===== config.mk =====
export PLATFORM = sky130hd
export DESIGN_NAME = prot_guard_flat
export DESIGN_NICKNAME = d
export VERILOG_FILES = /design/src/hdl/prot_pkg.sv /design/src/hdl/prot_link_if.sv /design/src/hdl/region_match.sv /design/src/hdl/prot_guard.sv /design/src/flat_wrapper.sv
export VERILOG_INCLUDE_DIRS = /design/src /design/src/hdl
export SDC_FILE = /design/constraint.sdc
export NUM_CORES = 1
export LEC_CHECK = 0
export BUFFER_PORTS_ARGS = -buffer_cell sky130_fd_sc_hd__buf_2
export CORE_ASPECT_RATIO = 0.9
export CORE_MARGIN = 8
export CORE_UTILIZATION = 46
export CTS_CLUSTER_DIAMETER = 40
export CTS_CLUSTER_SIZE = 28
export DETAILED_ROUTE_END_ITERATION = 16
export GPL_TIMING_DRIVEN = 0
export PLACE_DENSITY_LB_ADDON = 0.25
export SLEW_MARGIN = 20
export SYNTH_ARGS = -nofsm -noshare
export SYNTH_HDL_FRONTEND = slang
export SYNTH_HIERARCHICAL = 1
export SYNTH_SLANG_ARGS = --single-unit

===== constraint.sdc =====
create_clock -name clock -period 2.6 [get_ports clock]
set_input_delay 0.26 -clock clock [delete_from_list [all_inputs] [get_ports clock]]
set_output_delay 0.26 -clock clock [all_outputs]
set_load 0.01 [all_outputs]

===== src/hdl/prot_defs.svh =====
/*
 * Offsets, bit positions and reset values of the link and of the
 * controller's Avalon-MM registers.
 * Assumes inclusion by bare name before any use.
 */
`ifndef PROT_DEFS_SVH
`define PROT_DEFS_SVH

// register offsets on the link, byte addresses
`define CTRL_OFS       8'h64
`define BASE_OFS       8'h68
`define LIMIT_OFS      8'h6c

// protect control register fields
`define EN_BIT         31
`define STATE_BIT      0
`define RSVD_HI        30
`define RSVD_LO        1

`define REG_RESET      32'h0000_0000
`define MIN_VER_BLOCK  4'h2

// controller registers, Avalon-MM word index
`define H_LADDR        3'h0
`define H_LWDATA       3'h1
`define H_GO           3'h2
`define H_DADDR        3'h3
`define H_STATUS       3'h4
`define H_LRDATA       3'h5

// go register fields
`define GO_WR          0
`define GO_RD          1
`define GO_DMA         2
`define GO_SRC_LO      4
`define GO_SRC_HI      5

// status register fields
`define ST_BUSY        0
`define ST_BLOCKED     1
`define ST_REFUSED     2
`define ST_BASE_DONE   3

`endif


===== src/hdl/prot_pkg.sv =====
/*
 * Types shared by both ends of the protected low-region link.
 * Assumes nothing of its surroundings.
 */
`default_nettype none

package prot_pkg;
    // origin of a request arriving at the protection check
    typedef enum logic [1:0] {
        src_pci       = 2'h0,
        src_cxl_io    = 2'h1,
        src_cxl_cache = 2'h2,
        src_walk      = 2'h3
    } dma_source_type;

    typedef enum logic [2:0] {
        st_off   = 3'h1,
        st_drain = 3'h2,
        st_on    = 3'h4
    } guard_state_type;

    typedef enum logic [2:0] {
        h_idle = 3'h1,
        h_reg  = 3'h2,
        h_dma  = 3'h4
    } host_state_type;
endpackage

`default_nettype wire


===== src/hdl/prot_link_if.sv =====
/*
 * Link between the two ends: register and request channels, each a held
 * request with a one-cycle answer.
 * Assumes both ends run on the same clock.
 */
`default_nettype none

interface prot_link_if;
    // register channel
    logic                       reg_req;
    logic                       reg_write;
    logic [7:0]                 reg_addr;
    logic [31:0]                reg_wdata;
    logic                       reg_ack;
    logic [31:0]                reg_rdata;
    // request channel
    logic                       dma_req;
    prot_pkg::dma_source_type   dma_src;
    logic [31:0]                dma_addr;
    logic                       dma_done;
    logic                       dma_blocked;
    // protection state as seen by the requesting side
    logic                       prot_state;

    modport device_end (
        input  reg_req, reg_write, reg_addr, reg_wdata,
        output reg_ack, reg_rdata,
        input  dma_req, dma_src, dma_addr,
        output dma_done, dma_blocked, prot_state
    );

    modport host_end (
        output reg_req, reg_write, reg_addr, reg_wdata,
        input  reg_ack, reg_rdata,
        output dma_req, dma_src, dma_addr,
        input  dma_done, dma_blocked, prot_state
    );
endinterface

`default_nettype wire


===== src/hdl/region_match.sv =====
/*
 * Range check of one address against a decoded base and limit.
 * Assumes base and limit already carry their decoded low bits.
 */
`default_nettype none

module region_match #(
    parameter int W = 32
) (
    // range and address
    input  wire logic [W-1:0] base,
    input  wire logic [W-1:0] limit,
    input  wire logic [W-1:0] addr,
    // result
    output logic              hit
);
    logic valid_range;

    assign valid_range = (limit >= base);
    assign hit = valid_range && (addr >= base) && (addr <= limit);
endmodule

`default_nettype wire


===== src/hdl/prot_guard.sv =====
/*
 * Device end: protect control, low-region base and limit registers and the
 * block decision for link requests.
 * Assumes one clock shared with the requesting side and the datapath.
 */
// Notes on behaviour
// - bit 31 enables the protected low region
// - version two or later blocks regardless of remapping
// - CXL.cache accesses are never checked
// - CXL.cache software guards memory via page tables
// - own table walks bypass the region check
// - blocked requests raise no fault record
// - status bit 0 shows completed enable state
// - drain in-flight translated requests before status set
// - software programs base before enabling
// - no base writes while status shows enabled
// - base read-only without low-region capability
// - base low bits read zero, decode zero
// - all-ones write reveals alignment by readback
// - low region lies below 4GB
// - base upper bits read-write, reset zero
// - limit low bits decode as ones
// - limit below base disables low region
`include "prot_defs.svh"
`default_nettype none

module prot_guard #(
    parameter logic [3:0] VERSION_MAJOR        = 4'h2,
    parameter bit         LOW_REGION_SUPPORTED = 1'b1,
    parameter bit         DRAIN_SUPPORTED      = 1'b1,
    parameter int         RSVD_MSB             = 19
) (
    // clock, reset, enable
    input  wire logic        clock,
    input  wire logic        nrst,
    input  wire logic        ce,
    // link to the requesting side
    prot_link_if.device_end  link,
    // remapping datapath
    input  wire logic        remap_enable,
    input  wire logic        inflight_empty,
    input  wire logic        remap_fault,
    output logic             drain_request,
    output logic             fault_report,
    output logic             protect_state
);
    import prot_pkg::*;

    localparam logic [31:0] FIELD_MASK =
        ~((32'h0000_0001 << (RSVD_MSB + 1)) - 32'h0000_0001);

    guard_state_type state_q;
    guard_state_type state_d;
    logic            enable_q;
    logic [29:0]     rsvd_q;
    logic [31:0]     base_q;
    logic [31:0]     limit_q;
    logic            ack_q;
    logic [31:0]     rdata_q;
    logic [31:0]     rdata_d;
    logic            done_q;
    logic            blocked_q;
    logic            drain_q;
    logic            prot_q;
    logic            fault_q;
    logic            reg_take;
    logic            reg_wr;
    logic            dma_take;
    logic            hit;
    logic            checked_src;
    logic            version_ok;
    logic            block_now;

    assign reg_take = link.reg_req && !ack_q;
    assign reg_wr   = reg_take && link.reg_write;
    assign dma_take = link.dma_req && !done_q;

    // enable and reserved bits of the protect control register
    always_ff @(posedge clock or negedge nrst) begin
        if (!nrst) begin
            enable_q <= 1'b0;
            rsvd_q   <= 30'h0000_0000;
        end else if (ce && reg_wr && link.reg_addr == `CTRL_OFS) begin
            enable_q <= link.reg_wdata[`EN_BIT];
            rsvd_q   <= link.reg_wdata[`RSVD_HI:`RSVD_LO];
        end
    end

    // base and limit hold only their upper field; a write without the
    // capability is dropped so the registers behave as read-only
    always_ff @(posedge clock or negedge nrst) begin
        if (!nrst) begin
            base_q  <= `REG_RESET;
            limit_q <= `REG_RESET;
        end else if (ce && reg_wr && LOW_REGION_SUPPORTED) begin
            if (link.reg_addr == `BASE_OFS) begin
                base_q <= link.reg_wdata & FIELD_MASK;
            end
            if (link.reg_addr == `LIMIT_OFS) begin
                limit_q <= link.reg_wdata & FIELD_MASK;
            end
        end
    end

    always_comb begin
        case (state_q)
            st_off: begin
                if (enable_q) begin
                    state_d = DRAIN_SUPPORTED ? st_drain : st_on;
                end else begin
                    state_d = st_off;
                end
            end
            st_drain: begin
                if (!enable_q) begin
                    state_d = st_off;
                end else if (inflight_empty) begin
                    state_d = st_on;
                end else begin
                    state_d = st_drain;
                end
            end
            st_on: begin
                state_d = enable_q ? st_on : st_off;
            end
            default: begin
                state_d = st_off;
            end
        endcase
    end

    // the status bit follows only once the enable has taken full effect
    always_ff @(posedge clock or negedge nrst) begin
        if (!nrst) begin
            state_q <= st_off;
            drain_q <= 1'b0;
            prot_q  <= 1'b0;
        end else if (ce) begin
            state_q <= state_d;
            drain_q <= (state_d == st_drain);
            prot_q  <= (state_d == st_on);
        end
    end

    always_comb begin
        rdata_d = `REG_RESET;
        case (link.reg_addr)
            `CTRL_OFS: begin
                rdata_d[`EN_BIT]              = enable_q;
                rdata_d[`RSVD_HI:`RSVD_LO]    = rsvd_q;
                rdata_d[`STATE_BIT]           = prot_q;
            end
            `BASE_OFS: begin
                rdata_d = base_q & FIELD_MASK;
            end
            `LIMIT_OFS: begin
                rdata_d = limit_q & FIELD_MASK;
            end
            default: begin
                rdata_d = `REG_RESET;
            end
        endcase
    end

    // register channel: answer one cycle after the request is taken
    always_ff @(posedge clock or negedge nrst) begin
        if (!nrst) begin
            ack_q   <= 1'b0;
            rdata_q <= `REG_RESET;
        end else if (ce) begin
            ack_q <= reg_take;
            if (reg_take) begin
                rdata_q <= rdata_d;
            end
        end
    end

    // decoded range: base low bits as zeros, limit low bits as ones
    region_match #(
        .W     (32)
    ) u_low_match (
        .base  (base_q & FIELD_MASK),
        .limit (limit_q | ~FIELD_MASK),
        .addr  (link.dma_addr),
        .hit   (hit)
    );

    // CXL.cache and the unit's own structure walks never reach the check
    assign checked_src = (link.dma_src == src_pci) ||
                         (link.dma_src == src_cxl_io);
    // older versions leave remapped traffic to the page tables
    assign version_ok  = (VERSION_MAJOR >= `MIN_VER_BLOCK) ||
                         !remap_enable;
    assign block_now   = checked_src && enable_q && hit && version_ok;

    always_ff @(posedge clock or negedge nrst) begin
        if (!nrst) begin
            done_q    <= 1'b0;
            blocked_q <= 1'b0;
        end else if (ce) begin
            done_q <= dma_take;
            if (dma_take) begin
                blocked_q <= block_now;
            end
        end
    end

    // a fault from the datapath on a request that is being blocked is
    // swallowed: the block itself is silent
    always_ff @(posedge clock or negedge nrst) begin
        if (!nrst) begin
            fault_q <= 1'b0;
        end else if (ce) begin
            fault_q <= remap_fault && !(dma_take && block_now);
        end
    end

    assign link.reg_ack     = ack_q;
    assign link.reg_rdata   = rdata_q;
    assign link.dma_done    = done_q;
    assign link.dma_blocked = blocked_q;
    assign link.prot_state  = prot_q;
    assign drain_request    = drain_q;
    assign fault_report     = fault_q;
    assign protect_state    = prot_q;
endmodule

`default_nettype wire


===== src/flat_wrapper.sv =====
// flat-port wrapper written by rule: the top's interface ports become plain ports
module prot_guard_flat import prot_pkg::*;
#(
    parameter logic [3:0] VERSION_MAJOR        = 4'h2,
    parameter bit         LOW_REGION_SUPPORTED = 1'b1,
    parameter bit         DRAIN_SUPPORTED      = 1'b1,
    parameter int         RSVD_MSB             = 19
)
  (clock, nrst, ce, remap_enable, inflight_empty, remap_fault, drain_request, fault_report, protect_state, link_reg_req, link_reg_write, link_reg_addr, link_reg_wdata, link_reg_ack, link_reg_rdata, link_dma_req, link_dma_src, link_dma_addr, link_dma_done, link_dma_blocked, link_prot_state);
  prot_link_if link_i ();
  input  wire logic clock;
  input  wire logic nrst;
  input  wire logic ce;
  input  wire logic remap_enable;
  input  wire logic inflight_empty;
  input  wire logic remap_fault;
  output logic drain_request;
  output logic fault_report;
  output logic protect_state;
  input wire logic [$bits(link_i.reg_req)-1:0] link_reg_req;
  input wire logic [$bits(link_i.reg_write)-1:0] link_reg_write;
  input wire logic [$bits(link_i.reg_addr)-1:0] link_reg_addr;
  input wire logic [$bits(link_i.reg_wdata)-1:0] link_reg_wdata;
  output wire logic [$bits(link_i.reg_ack)-1:0] link_reg_ack;
  output wire logic [$bits(link_i.reg_rdata)-1:0] link_reg_rdata;
  input wire logic [$bits(link_i.dma_req)-1:0] link_dma_req;
  input wire logic [$bits(link_i.dma_src)-1:0] link_dma_src;
  input wire logic [$bits(link_i.dma_addr)-1:0] link_dma_addr;
  output wire logic [$bits(link_i.dma_done)-1:0] link_dma_done;
  output wire logic [$bits(link_i.dma_blocked)-1:0] link_dma_blocked;
  output wire logic [$bits(link_i.prot_state)-1:0] link_prot_state;
  assign link_i.reg_req = link_reg_req;
  assign link_i.reg_write = link_reg_write;
  assign link_i.reg_addr = link_reg_addr;
  assign link_i.reg_wdata = link_reg_wdata;
  assign link_reg_ack = link_i.reg_ack;
  assign link_reg_rdata = link_i.reg_rdata;
  assign link_i.dma_req = link_dma_req;
  assign link_i.dma_src = link_dma_src;
  assign link_i.dma_addr = link_dma_addr;
  assign link_dma_done = link_i.dma_done;
  assign link_dma_blocked = link_i.dma_blocked;
  assign link_prot_state = link_i.prot_state;
  prot_guard #(.VERSION_MAJOR(VERSION_MAJOR), .LOW_REGION_SUPPORTED(LOW_REGION_SUPPORTED), .DRAIN_SUPPORTED(DRAIN_SUPPORTED), .RSVD_MSB(RSVD_MSB)) u_core (.clock(clock), .nrst(nrst), .ce(ce), .link(link_i), .remap_enable(remap_enable), .inflight_empty(inflight_empty), .remap_fault(remap_fault), .drain_request(drain_request), .fault_report(fault_report), .protect_state(protect_state));
endmodule

==> results.toml <==
[global_routing]
grt_pass1_wl_um = 26500
gr-total-overflow = 0
antenna_found_initial = 2
first_global_vias = 5546
grt_max_degree = 50
grt_use_total_pct = 18.3

[sta]
hold_violations = 0
maxSlewViolCount = 0
clock_skew_ps = 8.74
layout_setup_ws_ps = 21.0
setup_viol = 0
rsz0062_at_grt = "yes"
tightest_slew_ps = 635
fmax_mhz = 388
relSlewSlack_pct = 57.7
tns_ps = 0
period_share_pct = 99.2
period_needed_ps = 2580

[finish]
final_area_um2 = 7780
num-fill-cells = 1172
antennaDiodeCount = 0
nets = 1004
final_cells = 998
drive_gt1_share_pct = 27.1
syn2layout_area_growth_pct = 22.2

[clock_network]
cts_max_level = 3
cts.path.max_buffers = 2
clock_latency_ps = 340
cts_inserted_buffers = 9
clock_sinks = 96
clk_pin_slew_ps = 70
tritoncts = "built"
cts_root_buf = "clkbuf_16"

[synthesis]
ys.flop_type = "dfrtp_1"
ys_warn_count = 6
yosysUniqueCellTypes = 56
ys_ff_latch = 96
avgSynthCellArea_um2 = 10.1
synth-edff-count = 0
async_flop_share_pct = 100
synth_seq_area_share_pct = 37.7
syn_inst = 633
syn_area_um2 = 6370

[route]
drt_wl_total_um = 16100
post_drt_wl_per_cell_um = 16.1
first_iter_violations = 255
num_vias = 5238
via_per_inst = 5.25
antenna_left = 0
drc = 0
firstDrtPassIters = 6

[outcome]
run_status = "finished, final reports clean"

[placement]
gp_congestion = 0.871
place_ws_ps = -75.1
dpl_cell_area_um2 = 7410
port-buffer-count = 116
place_inst = 977
dpl.hpwl_um = 13100

[floorplan]
ios = 122
die_width_um = 140
die-area_um2 = 17900
rows = 40
die_h_um = 128
coreArea_um2 = 13400
start_util_pct = 47.5

[pwr]
p_leak_nw = 4.06
pwr_density_cell_nw_per_um2 = 435
ir_worst_vdd_mv = 0.355
total_power_mw = 3.39

[setup_path]
crit_path_end_kind = "flip-flop"
worstPathRequired_ps = 2840
path_class = "reg -> reg"
cp.arrival_ps = 2820
critPathLaunchType = "flip-flop"
crit_fanout = 3

[run]
drv_cap = 0

[min_path]
min_path_type = "in -> reg"
==> cells by family after synthesis <==
family | share of synthesized area, %
xor+xnor | 0.138
other cells | 0.118
fa+ha+maj | 18.9
mux | 12.0
compound gates | 12.7
simple gates | 12.1
buf+inv | 6.31
flops | 37.7
==> worst max-delay path, stage by stage (launching register included) <==
cell and delay (ps):
dfrtp_1 380, inv_1 60, ha_1 330, nand4_1 130, or4_4 530, nor3b_2 190
o21ai_1 90, a211oi_2 250, and3b_2 260, a311oi_2 100, a21o_1 160
==> cell usage in the layout, fill, tap and decap left out, types with 2 or more instances in the layout <==
| master | netlist | layout |
|---|---|---|
| o211ai_1 | 2 | 2 |
| conb_1 | 2 | 61 |
| buf_4 | 4 | 8 |
| nand3b_1 | 2 | 2 |
| mux2_1 | 5 | 5 |
| ha_1 | 96 | 96 |
| nor2b_1 | 6 | 6 |
| buf_2 | 0 | 115 |
| nand4_1 | 15 | 15 |
| buf_6 | 3 | 4 |
| inv_1 | 73 | 73 |
| mux2_2 | 63 | 63 |
| nor4_2 | 2 | 2 |
| o21ai_1 | 2 | 2 |
| o31ai_1 | 2 | 2 |
| nand2b_1 | 4 | 4 |
| o21ai_0 | 51 | 51 |
| clkbuf_1 | 11 | 11 |
| a221o_1 | 2 | 2 |
| nand3_1 | 9 | 9 |
| nor4_1 | 2 | 2 |
| nor4_4 | 2 | 2 |
| and4_1 | 5 | 5 |
| a21oi_1 | 38 | 38 |
| clkbuf_16 | 0 | 9 |
| inv_6 | 0 | 3 |
| nor2_1 | 8 | 8 |
| a211o_1 | 2 | 2 |
| nand2_1 | 72 | 72 |
| a22oi_1 | 12 | 12 |
| a211oi_1 | 5 | 5 |
| dfrtp_1 | 95 | 95 |
| a21o_1 | 10 | 10 |
==> metrics by stage <==
| stage | util (%) | hold WS, ps |
|---|---|---|
| final | 58.0 | 134 |
| after global routing | 58.0 | 124 |
| after CTS | 57.9 | 125 |
| after detailed placement | 55.3 | 223 |
| after global placement | 55.0 | 459 |
| after floorplan | - | -35.6 |
==> area by class of cell <==
type	instances	area, um^2	share of cell area [%]
inverters	73	274	3.52
repair buffers	122	654	8.41
well taps	168	210	2.70
clock inverters	7	83.8	1.08
multi-input cells	502	3800	48.9
clock buffers	9	225	2.89
plain buffers	21	128	1.64
flip-flops and latches	96	2400	30.9
==> cells in the mapped netlist, types with 3 or more instances <==
library cell  instances  share of area, %
a21o_1               10               1.2
a211oi_1              5              0.59
a22oi_1              12               1.4
ha_1                 96                19
nand3_1               9              0.71
nand2_1              72               4.2
inv_1                73               4.3
mux2_2               63                11
a21oi_1              38               3.0
nand2b_1              4              0.39
buf_6                 3              0.53
mux2_1                5              0.88
clkbuf_1             11              0.65
nand4_1              15               1.5
nor2b_1               6              0.59
nor2_1                8              0.47
buf_4                 4              0.47
dfrtp_1              95                37
o21ai_0              51               4.0
and4_1                5              0.69
==> worst paths after layout <==
check	cells past startpoint	from	slack (ps)	to
min in group asynchronous	2	nrst	420	u_core/limit_q[26]
max in group asynchronous	3	nrst	1580	u_core/link.reg_rdata[5]
max reg2reg	10	u_core/limit_q[25]	20	u_core/fault_report
min	2	link_reg_wdata[6]	130	u_core/rsvd_q[5]
min reg2reg	2	u_core/link.reg_rdata[30]	480	u_core/link.reg_rdata[30]
max	10	u_core/limit_q[25]	20	u_core/fault_report
==> metal layers <==
| metal | global-route usage (%) | vias up | part of all wire (%) |
|---|---|---|---|
| li1 | - | 2575 | - |
| met5 | 0 | - | 0.11 |
| met3 | 5.92 | 21 | 7.0 |
| met4 | 4.46 | 4 | 1.4 |
| met1 | 21.9 | 2521 | 43 |
| met2 | 31.3 | 117 | 48 |
==> state kept, by name, indices dropped and copies added (netlist names), 3 cells and up <==
signal / count
u_core/limit_q: 12
u_core/base_q: 12
u_core/link.reg_rdata: 32
u_core/rsvd_q: 30
u_core/state_q: 3
==> repair_timing <==
action	4_1_cts	5_1_grt
gates cloned	0	0
hold buffers	1	0
hold endpoints to repair	46	0
setup buffers	3	1
gates resized for setup	1	3
pin swaps	1	1
endpoints found under the setup margin	2	2
==> where the power goes <==
group          total [mW]  internal [mW]  switching [mW]  leakage (nW)
Combinational       0.501          0.210           0.291          2.58
Sequential           1.52           1.51          0.0116          1.33
Clock                1.37          0.765           0.603         0.149
Total                3.39           2.48           0.906          4.06
Note: power is estimated with default switching activity, not from simulation.
